`config.mk`:
```
export PLATFORM = sky130hd
export DESIGN_NAME = awd_detector
export DESIGN_NICKNAME = d
export VERILOG_FILES = /design/src/awd_pkg.sv /design/src/awd_detector.sv
export SDC_FILE = /design/constraint.sdc
export NUM_CORES = 1
export LEC_CHECK = 0
export BUFFER_PORTS_ARGS = -buffer_cell sky130_fd_sc_hd__buf_2
export CAP_MARGIN = 40
export CORE_MARGIN = 1.5
export CORE_UTILIZATION = 30
export DETAILED_ROUTE_END_ITERATION = 6
export PLACE_DENSITY_LB_ADDON = 0.1
export REMOVE_ABC_BUFFERS = 1
export SETUP_SLACK_MARGIN = 0.15
export SYNTH_ARGS = -nofsm -noshare
export SYNTH_HDL_FRONTEND = slang
export SYNTH_SLANG_ARGS = --single-unit
```
`constraint.sdc`:
```
create_clock -name CLK -period 6.1 [get_ports CLK]
set_clock_uncertainty 0.15 [all_clocks]
set_input_delay 0.61 -clock CLK [delete_from_list [all_inputs] [get_ports CLK]]
set_output_delay 0.61 -clock CLK [all_outputs]
set_load 0.02 [all_outputs]
```
`src/awd_pkg.sv`:
```
// Package: register map, field layout and types of the activity wakeup detector
// Notes on behaviour
// - An axis detects only when its delta is strictly above its threshold.
// - X, Y and Z each hold an independent unsigned 6-bit threshold, 0 to 63.
// - With counting enabled an axis wakes only once its count plus one detections accumulate.
// - Each axis has a 6-bit count holding required events minus one.
// - Data field at 0x13 reaches the shadow chosen by select; 000 none, 001 X threshold.
// - Select 010/011 Y/Z threshold, 100 none, 101/110/111 X/Y/Z detection counts.
// - Combine bit 6 clear: wakeup when any active axis meets threshold and count.
// - Combine bit 6 set: wakeup only when every active axis meets both.
// - Axes with power-down bit set in 0x10 bits 6:4 leave the combination.
// - Delta-method bit 7 clear: delta is current minus previous sample.
// - Delta-method bit 7 set: delta is current minus baseline captured on entry.
// - A selected 6-bit slice of the 11-bit delta is compared, with clamping.
`default_nettype none
package awd_pkg;
  // Register indices; byte address is four times the index
  localparam logic [7:0] IDX_PWR = 8'h10;
  localparam logic [7:0] IDX_THC = 8'h13;
  localparam logic [7:0] IDX_CFG = 8'h14;
  localparam logic [7:0] IDX_WATCH = 8'h15;
  localparam logic [7:0] IDX_STAT = 8'h16;
  // Field positions
  localparam int PWR_PD_LSB = 4;
  localparam int THC_MODE_BIT = 7;
  localparam int THC_ANDOR_BIT = 6;
  localparam int CFG_RESTART_BIT = 7;
  localparam int CFG_MUX_LSB = 4;
  localparam int CFG_CNTEN_BIT = 3;
  localparam int STAT_WAKE_BIT = 0;
  localparam int STAT_MET_LSB = 1;
  localparam int STAT_REF_BIT = 4;
  // Reset values
  localparam logic [2:0] PD_RST = 3'h0;
  localparam logic [5:0] SHADOW_RST = 6'h00;
  localparam logic [2:0] SEL_RST = 3'h0;
  localparam logic [2:0] MUX_RST = 3'h0;
  // Widths
  localparam int TH_W = 6;
  localparam int DELTA_W = 11;
  localparam int AXES = 3;
  localparam int SHADOWS = 6;
  localparam logic [5:0] CNT_MAX = 6'h3F;
  localparam logic [2:0] MUX_TOP = 3'h5;

  typedef enum logic {PH_IDLE, PH_WAIT} awd_phase_e;
endpackage
`default_nettype wire

```
`src/awd_detector.sv`:
```
// Activity wakeup detector with AHB-Lite register slave
//
// Decided for this implementation: register access over AHB-Lite.
`timescale 1ns/10ps
`default_nettype none
module awd_detector #(
  parameter int SAMPLE_W = 12,
  parameter int ADDR_W = 12
) (
  input wire logic CLK,
  input wire logic RST,
  input wire logic HSEL,
  input wire logic [ADDR_W-1:0] HADDR,
  input wire logic [1:0] HTRANS,
  input wire logic HWRITE,
  input wire logic [2:0] HSIZE,
  input wire logic [31:0] HWDATA,
  input wire logic HREADY,
  output logic [31:0] HRDATA,
  output logic HREADYOUT,
  output logic HRESP,
  input wire logic SAMPLE_STB,
  input wire logic signed [SAMPLE_W-1:0] SAMPLE_X,
  input wire logic signed [SAMPLE_W-1:0] SAMPLE_Y,
  input wire logic signed [SAMPLE_W-1:0] SAMPLE_Z,
  output logic WAKE,
  output logic [2:0] AXIS_MET
);
  typedef logic signed [SAMPLE_W-1:0] awd_smp_t;
  localparam logic [awd_pkg::DELTA_W-1:0] DELTA_MAX = {awd_pkg::DELTA_W{1'b1}};

  typedef struct packed {
    awd_pkg::awd_phase_e ph;
    logic [7:0] addr;
    logic wr;
    logic [31:0] hrdata;
    logic hready;
    logic [2:0] pd;
    logic mode;
    logic and_or;
    logic [awd_pkg::SHADOWS-1:0][awd_pkg::TH_W-1:0] shadow;
    logic [2:0] sel;
    logic [2:0] mux;
    logic cnten;
    logic watch_en;
    logic have_ref;
    logic [awd_pkg::AXES-1:0][SAMPLE_W-1:0] prev;
    logic [awd_pkg::AXES-1:0][SAMPLE_W-1:0] base;
    logic [awd_pkg::AXES-1:0][5:0] cnt;
    logic [2:0] met;
    logic wake_sticky;
    logic wake;
  } awd_state_s;

  awd_state_s s_r;
  awd_state_s s_nxt;
  awd_smp_t cur [awd_pkg::AXES];

  assign cur[0] = SAMPLE_X;
  assign cur[1] = SAMPLE_Y;
  assign cur[2] = SAMPLE_Z;

  ////////////////////////////////////////////////////////////////////////////
  // Decoding helpers

  // Select code to shadow slot: {valid, slot}
  function automatic logic [3:0] shadow_slot(input logic [2:0] sel);
    logic [3:0] r;
    r = 4'h0;
    case (sel)
      3'h1: r = 4'h8;
      3'h2: r = 4'h9;
      3'h3: r = 4'hA;
      3'h5: r = 4'hB;
      3'h6: r = 4'hC;
      3'h7: r = 4'hD;
      default: r = 4'h0;
    endcase
    return r;
  endfunction

  // Magnitude of a difference, saturated to the delta width
  function automatic logic [awd_pkg::DELTA_W-1:0] delta_mag(input awd_smp_t a, input awd_smp_t b);
    logic signed [SAMPLE_W:0] d;
    logic [SAMPLE_W:0] m;
    d = {a[SAMPLE_W-1], a} - {b[SAMPLE_W-1], b};
    m = d[SAMPLE_W] ? (SAMPLE_W + 1)'(-d) : d;
    if (m > (SAMPLE_W + 1)'(DELTA_MAX)) begin
      delta_mag = DELTA_MAX;
    end else begin
      delta_mag = m[awd_pkg::DELTA_W-1:0];
    end
  endfunction

  // Slice compare: true when slice exceeds threshold or delta overflows slice
  function automatic logic slice_detect(input logic [awd_pkg::DELTA_W-1:0] mag, input logic [2:0] mux,
                                        input logic [5:0] th);
    logic [2:0] sh;
    logic [awd_pkg::DELTA_W-1:0] shifted;
    logic over;
    sh = (mux > awd_pkg::MUX_TOP) ? awd_pkg::MUX_TOP : mux;
    shifted = mag >> sh;
    over = |shifted[awd_pkg::DELTA_W-1:awd_pkg::TH_W];
    slice_detect = over || (shifted[awd_pkg::TH_W-1:0] > th);
  endfunction

  ////////////////////////////////////////////////////////////////////////////
  // Next state

  always_comb begin
    logic [3:0] slot;
    logic [31:0] rd;
    logic restart;
    logic det;
    logic [2:0] met;
    logic [2:0] active;
    logic any_met;
    logic all_met;
    awd_smp_t refv;
    slot = 4'h0;
    rd = 32'h0000_0000;
    restart = 1'b0;
    det = 1'b0;
    met = 3'h0;
    active = 3'h0;
    any_met = 1'b0;
    all_met = 1'b0;
    refv = '0;
    s_nxt = s_r;
    s_nxt.wake = 1'b0;

    // Bus: one wait state on every transfer
    case (s_r.ph)
      awd_pkg::PH_IDLE: begin
        if (HSEL && HTRANS[1] && HREADY) begin
          s_nxt.addr = 8'(HADDR >> 2);
          s_nxt.wr = HWRITE;
          s_nxt.ph = awd_pkg::PH_WAIT;
          s_nxt.hready = 1'b0;
        end
      end
      awd_pkg::PH_WAIT: begin
        s_nxt.ph = awd_pkg::PH_IDLE;
        s_nxt.hready = 1'b1;
        slot = shadow_slot(s_r.sel);
        if (s_r.wr) begin
          case (s_r.addr)
            awd_pkg::IDX_PWR: s_nxt.pd = HWDATA[awd_pkg::PWR_PD_LSB+:3];
            awd_pkg::IDX_THC: begin
              s_nxt.mode = HWDATA[awd_pkg::THC_MODE_BIT];
              s_nxt.and_or = HWDATA[awd_pkg::THC_ANDOR_BIT];
              if (slot[3]) begin
                s_nxt.shadow[slot[2:0]] = HWDATA[awd_pkg::TH_W-1:0];
              end
            end
            awd_pkg::IDX_CFG: begin
              s_nxt.sel = HWDATA[2:0];
              s_nxt.cnten = HWDATA[awd_pkg::CFG_CNTEN_BIT];
              s_nxt.mux = HWDATA[awd_pkg::CFG_MUX_LSB+:3];
              restart = HWDATA[awd_pkg::CFG_RESTART_BIT];
            end
            awd_pkg::IDX_WATCH: begin
              s_nxt.watch_en = HWDATA[0];
              if (HWDATA[0] && !s_r.watch_en) begin
                restart = 1'b1;
              end
            end
            awd_pkg::IDX_STAT: begin
              if (HWDATA[awd_pkg::STAT_WAKE_BIT]) begin
                s_nxt.wake_sticky = 1'b0;
              end
            end
            default: ;
          endcase
        end else begin
          case (s_r.addr)
            awd_pkg::IDX_PWR: rd[awd_pkg::PWR_PD_LSB+:3] = s_r.pd;
            awd_pkg::IDX_THC: begin
              rd[awd_pkg::THC_MODE_BIT] = s_r.mode;
              rd[awd_pkg::THC_ANDOR_BIT] = s_r.and_or;
              if (slot[3]) begin
                rd[awd_pkg::TH_W-1:0] = s_r.shadow[slot[2:0]];
              end
            end
            awd_pkg::IDX_CFG: begin
              rd[2:0] = s_r.sel;
              rd[awd_pkg::CFG_CNTEN_BIT] = s_r.cnten;
              rd[awd_pkg::CFG_MUX_LSB+:3] = s_r.mux;
            end
            awd_pkg::IDX_WATCH: rd[0] = s_r.watch_en;
            awd_pkg::IDX_STAT: begin
              rd[awd_pkg::STAT_WAKE_BIT] = s_r.wake_sticky;
              rd[awd_pkg::STAT_MET_LSB+:3] = s_r.met;
              rd[awd_pkg::STAT_REF_BIT] = s_r.have_ref;
            end
            default: rd = 32'h0000_0000;
          endcase
          s_nxt.hrdata = rd;
        end
      end
      default: begin
        s_nxt.ph = awd_pkg::PH_IDLE;
        s_nxt.hready = 1'b1;
      end
    endcase

    if (restart) begin
      s_nxt.have_ref = 1'b0;
      s_nxt.cnt = '0;
      s_nxt.met = 3'h0;
    end else if (s_r.watch_en && SAMPLE_STB) begin
      if (!s_r.have_ref) begin
        for (int a = 0; a < awd_pkg::AXES; a++) begin
          s_nxt.prev[a] = cur[a];
          s_nxt.base[a] = cur[a];
        end
        s_nxt.have_ref = 1'b1;
      end else begin
        for (int a = 0; a < awd_pkg::AXES; a++) begin
          refv = s_r.mode ? awd_smp_t'(s_r.base[a]) : awd_smp_t'(s_r.prev[a]);
          det = slice_detect(delta_mag(cur[a], refv), s_r.mux, s_r.shadow[a]);
          met[a] = det && (!s_r.cnten || (s_r.cnt[a] >= s_r.shadow[a+3]));
          if (det && s_r.cnt[a] != awd_pkg::CNT_MAX) begin
            s_nxt.cnt[a] = s_r.cnt[a] + 6'h01;
          end
          s_nxt.prev[a] = cur[a];
        end
        active = ~s_r.pd;
        any_met = |(met & active);
        all_met = (&(met | ~active)) && (|active);
        s_nxt.met = met;
        if (s_r.and_or ? all_met : any_met) begin
          s_nxt.wake = 1'b1;
          s_nxt.wake_sticky = 1'b1;
        end
      end
    end
  end

  ////////////////////////////////////////////////////////////////////////////
  // State register

  always_ff @(posedge CLK) begin
    if (RST) begin
      s_r.ph <= awd_pkg::PH_IDLE;
      s_r.addr <= 8'h00;
      s_r.wr <= 1'b0;
      s_r.hrdata <= 32'h0000_0000;
      s_r.hready <= 1'b1;
      s_r.pd <= awd_pkg::PD_RST;
      s_r.mode <= 1'b0;
      s_r.and_or <= 1'b0;
      s_r.shadow <= {awd_pkg::SHADOWS{awd_pkg::SHADOW_RST}};
      s_r.sel <= awd_pkg::SEL_RST;
      s_r.mux <= awd_pkg::MUX_RST;
      s_r.cnten <= 1'b0;
      s_r.watch_en <= 1'b0;
      s_r.have_ref <= 1'b0;
      s_r.prev <= '0;
      s_r.base <= '0;
      s_r.cnt <= '0;
      s_r.met <= 3'h0;
      s_r.wake_sticky <= 1'b0;
      s_r.wake <= 1'b0;
    end else begin
      s_r <= s_nxt;
    end
  end

  assign HRDATA = s_r.hrdata;
  assign HREADYOUT = s_r.hready;
  assign HRESP = 1'b0;
  assign WAKE = s_r.wake;
  assign AXIS_MET = s_r.met;
endmodule
`default_nettype wire

```
==> flow_summary.json, run 1 <==
{
  "ys_warn_count": 0,
  "endpoint_kind": "register",
  "rows": 73,
  "relSlewSlack_pct": 46.3,
  "firstDrtPassIters": 5,
  "dp_hpwl_mm": 26.8,
  "power_frac_comb_pct": 23.1,
  "first_iter_violations": 497,
  "drive_above_1_share_pct": 24.3,
  "grt_use_total_pct": 17.8,
  "max_freq_ghz": 0.169,
  "yosysUniqueCellTypes": 100,
  "root_buffer": "clkbuf_16",
  "synthArstFlopShare_pct": 0,
  "die_y_um": 205,
  "ant_nets": 0,
  "cp_slowest_cell": "a311oi_4",
  "coreArea_um2": 39900,
  "clock_latency_ns": 0.50,
  "final_common_cell": "nand2_1",
  "arrival_ns": 6.15,
  "critPathRequiredTime_ns": 6.34,
  "ys_top_cells_by_area": "dfxtp_1 (27%), nand2_1 (8.7%), ha_1 (8.0%)",
  "min_period_over_period_pct": 96.8,
  "p_sw_uw": 929,
  "vdd_drop_max_mv": 0.224,
  "start_util_pct": 30.6,
  "cpPeakStageDelay_ns": 0.40,
  "p_leak_nw": 5.71,
  "dpl_cell_area_um2": 13800,
  "synth_area_um2": 12200,
  "crit_fanout": 7,
  "synth_edf_count": 0,
  "hold_class": "in -> reg",
  "synth_ff_type": "dfxtp_1",
  "routedWlPerCell_um": 15.6,
  "grt_start_max_net_pins": 58,
  "tightest_slew_ns": 0.799,
  "p_clk_share_pct": 39.3,
  "syn_inst": 1616,
  "cts_tree": "done",
  "drcViolationCount": 0,
  "swShare_pct": 32.5,
  "ys_ff_latch": 164,
  "stdcell_area_um2": 15400,
  "cellPowerDensity_nw_per_um2": 185,
  "n_antenna_cell": 0,
  "numCtsBuffers": 17,
  "routed_wl_mm": 36.2,
  "total_power_mw": 2.86,
  "layout_setup_ws_ns": 0.192,
  "grt_overflow": 0,
  "numPortBuffers": 71,
  "finalSetupTns_ns": 0,
  "setup_viol": 0,
  "outcome": "finished clean",
  "crit_type": "reg -> reg",
  "cap_violations": 0,
  "die_area_um2": 41900,
  "seq_area_frac_synth_pct": 26.9,
  "hold_viol": 0,
  "numClockSinks": 164,
  "mostFrequentLayoutCells": "nand2_1 (282), a21oi_1 (176), dfxtp_1 (163)",
  "chipWidth_um": 205,
  "antenna_found_initial": 0,
  "finalNetCount": 1963,
  "yosys.area.top_type": "dfxtp_1",
  "synth_top_area_share_pct": 26.9,
  "via_count": 11700,
  "p_int_mw": 1.93,
  "rsz0062_at_grt": "true",
  "slew_violations": 0,
  "h-tree-depth": 4,
  "area_delta_synth_final_pct": 26.6,
  "start_kind": "register",
  "grt_pass1_wl_mm": 58.5,
  "cts.clk_slew.worst_paths_ns": 0.08,
  "clk_path_buf_depth": 2,
  "fillCellCount": 4235,
  "syn_avg_cell_area_um2": 7.55,
  "viasPerCell": 5.00,
  "holdBufCountCts": 0,
  "period_needed_ns": 5.91,
  "grt_pass1_vias": 11200,
  "io_pins": 129,
  "place_ws_ns": -0.226,
  "gp_congestion": 0.835,
  "p_seq_share_pct": 37.6
}
-- cells by family after synthesis --
kind of cell	share of synthesized area [%]
adders and majority gates	8.49
and+or+nand+nor	23.2
buffers and inverters	7.10
other	0.0307
DFF	26.9
xor gates and xnor gates	3.65
AOI/OAI and AO/OA	22.0
muxes	8.61
-- power by group through the flow --
stage	combinational, mW	clock (mW)	sequential (mW)
after floorplan	0.338	0	1.10
after global placement	0.558	0	1.10
after detailed placement	0.563	0	1.10
after CTS	0.593	1.18	1.08
after global routing	0.737	1.21	1.08
final	0.661	1.12	1.08
-- cell usage after synthesis (17+ instances only) --
| cell | number |
|---|---|
| dfxtp_1 | 164 |
| o21ai_0 | 59 |
| mux2i_1 | 87 |
| nor2b_1 | 19 |
| nand2b_1 | 19 |
| a21oi_1 | 193 |
| nor3_1 | 35 |
| nand2_1 | 284 |
| clkbuf_1 | 65 |
| xnor2_1 | 32 |
| ha_1 | 78 |
| buf_4 | 39 |
| nand3_1 | 30 |
| nor2_1 | 139 |
| inv_1 | 62 |
| xor2_1 | 17 |
-- critical path: cells and delay by family, from the launching register on --
| kind | cells | cell delay (ns) |
|---|---|---|
| AO/OA/AOI/OAI | 14 | 2.50 |
| flip-flops | 1 | 0.38 |
| multiplexers | 2 | 0.53 |
| adder cells (fa/ha/maj) | 3 | 0.76 |
| AND/OR/NAND/NOR | 7 | 0.72 |
| buffers and inverters | 6 | 0.75 |
-- through the flow --
step | util, % | instances | hold WS [ns]
2_1_floorplan | - | 1520 | 0.275
3_3_place_gp | 34.4 | 2250 | 0.291
3_5_place_dp | 34.6 | 2254 | 0.296
4_1_cts | 36.8 | 2298 | 0.155
5_1_grt | 38.7 | 2329 | 0.186
6_report | 38.7 | 2329 | 0.200
-- path summary, 6_finish.rpt --
check | from | endpoint | slack (ns) | cells past startpoint
worst max-delay path | s_r[141] | s_r[21] | 0.19 | 32
worst max register to register | s_r[141] | s_r[21] | 0.19 | 32
worst min register to register | s_r[71] | s_r[71] | 0.30 | 2
worst min-delay path | HADDR[4] | s_r[181] | 0.20 | 3
-- registers in the layout (all words and copies together) (netlist names) --
| register | count |
|---|---|
| AXIS_MET | 3 |
| HRDATA | 8 |
| HREADYOUT | 1 |
| WAKE | 1 |
| s_r | 151 |
-- area by class of cell --
type	count	area [µm²]	share of cell area, %
multi-input cells	1293	8780	56.9
flip-flops and latches	164	3290	21.3
repair buffers	252	1870	12.1
well taps	525	657	4.25
clock buffers	17	425	2.76
inverters	63	236	1.53
clock inverters	15	179	1.16
-- timing repair --
item	4_1_cts	5_1_grt
gates resized for setup	46	118
cloned	0	1
buffers inserted	12	30
pin swaps	20	54
endpoints found under the setup margin	23	23
-- per-layer routing --
metal / global-route usage [%] / vias up / routed length [µm]
met3: 3.64 / 32 / 1310
li1: - / 6039 / -
met1: 22.8 / 5447 / 17200
met4: 5.12 / 0 / 488
met5: 0 / - / 0
met2: 29.9 / 136 / 17200
Note: power is estimated with default switching activity, not from simulation.
==> run 2, diff against run 1 <==
Settings changed: GPL_TIMING_DRIVEN set to 0.
==> flow_summary.json, run 2 (synthesis gave the netlist of run 1 again) <==
{
  "firstDrtPassIters": 5,
  "routed_wl_mm": 37.0,
  "drive_above_1_share_pct": 21.6,
  "critPathRequiredTime_ns": 6.34,
  "top_register": "s_r",
  "dp_cells": 2130,
  "die_area_um2": 41900,
  "final_cells": 2244,
  "outcome": "finished clean",
  "final_common_cell": "nand2_1",
  "grt_util_met3_pct": 2.62,
  "rows": 73,
  "antenna_found_initial": 1,
  "cap_violations": 0,
  "slew_violations": 0,
  "multi_input_area_um2": 9090,
  "holdBufCountCts": 0,
  "regToRegSetupSlack_ns": 0.01,
  "start_util_pct": 30.6,
  "hold_viol": 0,
  "first_iter_violations": 547,
  "reg2reg_depth": 30,
  "relSlewSlack_pct": 41.3,
  "setup_viol": 0,
  "arrival_ns": 6.32,
  "io_pins": 129,
  "grt_start_max_net_pins": 85,
  "numPortBuffers": 71,
  "endpoint_kind": "register",
  "timing.critical_path.mode_cell": "a21oi_2",
  "h-tree-depth": 4,
  "cts_tree": "done",
  "drcViolationCount": 0,
  "grt-busiest-layer": "met2",
  "area_delta_synth_final_pct": 25.1,
  "crit_type": "reg -> reg",
  "crit_fanout": 8,
  "grtUsageMet1_pct": 24.0,
  "clock_latency_ns": 0.46,
  "n_antenna_cell": 0,
  "critical_path.startpoint": "s_r[141]",
  "r2r_end": "s_r[10]",
  "grt_pass1_vias": 10800,
  "dp_hpwl_mm": 26.1,
  "grt_pass1_wl_mm": 58.8,
  "coreArea_um2": 39900,
  "regToRegStartpoint": "s_r[141]",
  "fillCellCount": 4202,
  "via_count": 11500,
  "use_met2_pct": 29.2,
  "chipWidth_um": 205,
  "min_period_over_period_pct": 99.8,
  "clk_path_buf_depth": 2,
  "tightest_slew_ns": 0.873,
  "cellPowerDensity_nw_per_um2": 186,
  "routedWlPerCell_um": 16.5,
  "finalNetCount": 1878,
  "grt_overflow": 0,
  "numClockSinks": 164,
  "fin_util_pct": 38.2,
  "vdd_drop_max_mv": 0.168,
  "start_kind": "register",
  "period_needed_ns": 6.09,
  "cp_slowest_cell": "or4_4",
  "rsz0062_at_grt": "true",
  "ant_nets": 0,
  "numCtsBuffers": 17,
  "viasPerCell": 5.12,
  "die_y_um": 205,
  "finalSetupTns_ns": 0,
  "root_buffer": "clkbuf_16",
  "grt_use_total_pct": 17.8,
  "seq_area_um2": 3290,
  "hold_class": "in -> reg",
  "cts.clk_slew.worst_paths_ns": 0.08,
  "max_freq_ghz": 0.164,
  "crit_end": "s_r[10]",
  "p_leak_nw": 5.42,
  "gp_congestion": 0.805,
  "cpPeakStageDelay_ns": 0.43,
  "mostFrequentLayoutCells": "nand2_1 (283), a21oi_1 (173), dfxtp_1 (162)",
  "largest_reg_flops": 151
}
[run 2: changes by cell type in the layout (fill, tap and decap cells not counted), sizes merged]
cell,change
buf,-86
clkbuf,+1
clkinv,-1
clkinvlp,-1
inv,+2
[run 2: area by class of cell]
cell class | instances | area share (%)
multi-input cells | 1293 | 59.6
flip-flops and latches | 164 | 21.6
repair buffers | 167 | 9.06
well taps | 525 | 4.31
clock buffers | 17 | 2.79
inverters | 63 | 1.55
clock inverters | 15 | 1.16
[run 2: worst max-delay path: cells and delay by family (launching register included)]
kind | cells | cell delay [ns]
compound gates | 13 | 2.03
mux | 1 | 0.21
xor+xnor | 1 | 0.19
simple gates | 8 | 1.73
fa+ha+maj | 3 | 0.80
flops | 1 | 0.38
buf+inv | 4 | 0.49
[run 2: how the worst min path moves through the flow]
| stage | start | to | depth (start not counted) |
|---|---|---|---|
| 2_1_floorplan | s_r[186] | s_r[186] | 2 |
| 3_3_place_gp | s_r[47] | s_r[47] | 2 |
| 3_5_place_dp | s_r[47] | s_r[47] | 2 |
| 4_1_cts | HADDR[5] | s_r[182] | 3 |
| 5_1_grt | HADDR[4] | s_r[181] | 3 |
| 6_report | HADDR[5] | s_r[182] | 3 |
[run 2: where the power goes]
part	internal, mW	switching (mW)
Clock	0.558	0.572
Combinational	0.267	0.361
Sequential	1.07	0.00382
Total	1.90	0.937
[run 2: routing by layer]
| metal | up-vias | wire, µm |
|---|---|---|
| met5 | - | 0 |
| li1 | 5838 | - |
| met1 | 5426 | 17600 |
| met3 | 29 | 1330 |
| met4 | 0 | 533 |
| met2 | 195 | 17500 |
[run 2: per-stage QoR]
step / area [µm²] / hold WS, ns / worst slack (ns) / power, mW
floorplan: 11700 / 0.275 / -0.925 / 1.44
global placement: 12700 / 0.290 / -3.38 / 1.57
detailed placement: 13000 / 0.297 / -1.42 / 1.58
CTS: 14400 / 0.205 / 0.0538 / 2.80
global route: 15300 / 0.229 / -0.286 / 2.99
finish: 15300 / 0.229 / 0.0138 / 2.84
[run 2: what timing repair did]
| action | 4_1_cts | 5_1_grt |
|---|---|---|
| endpoints found under the setup margin | 23 | 23 |
| gates resized for setup | 80 | 108 |
| buffers inserted | 42 | 39 |
| cloned | 1 | 1 |
| pin swaps | 53 | 48 |
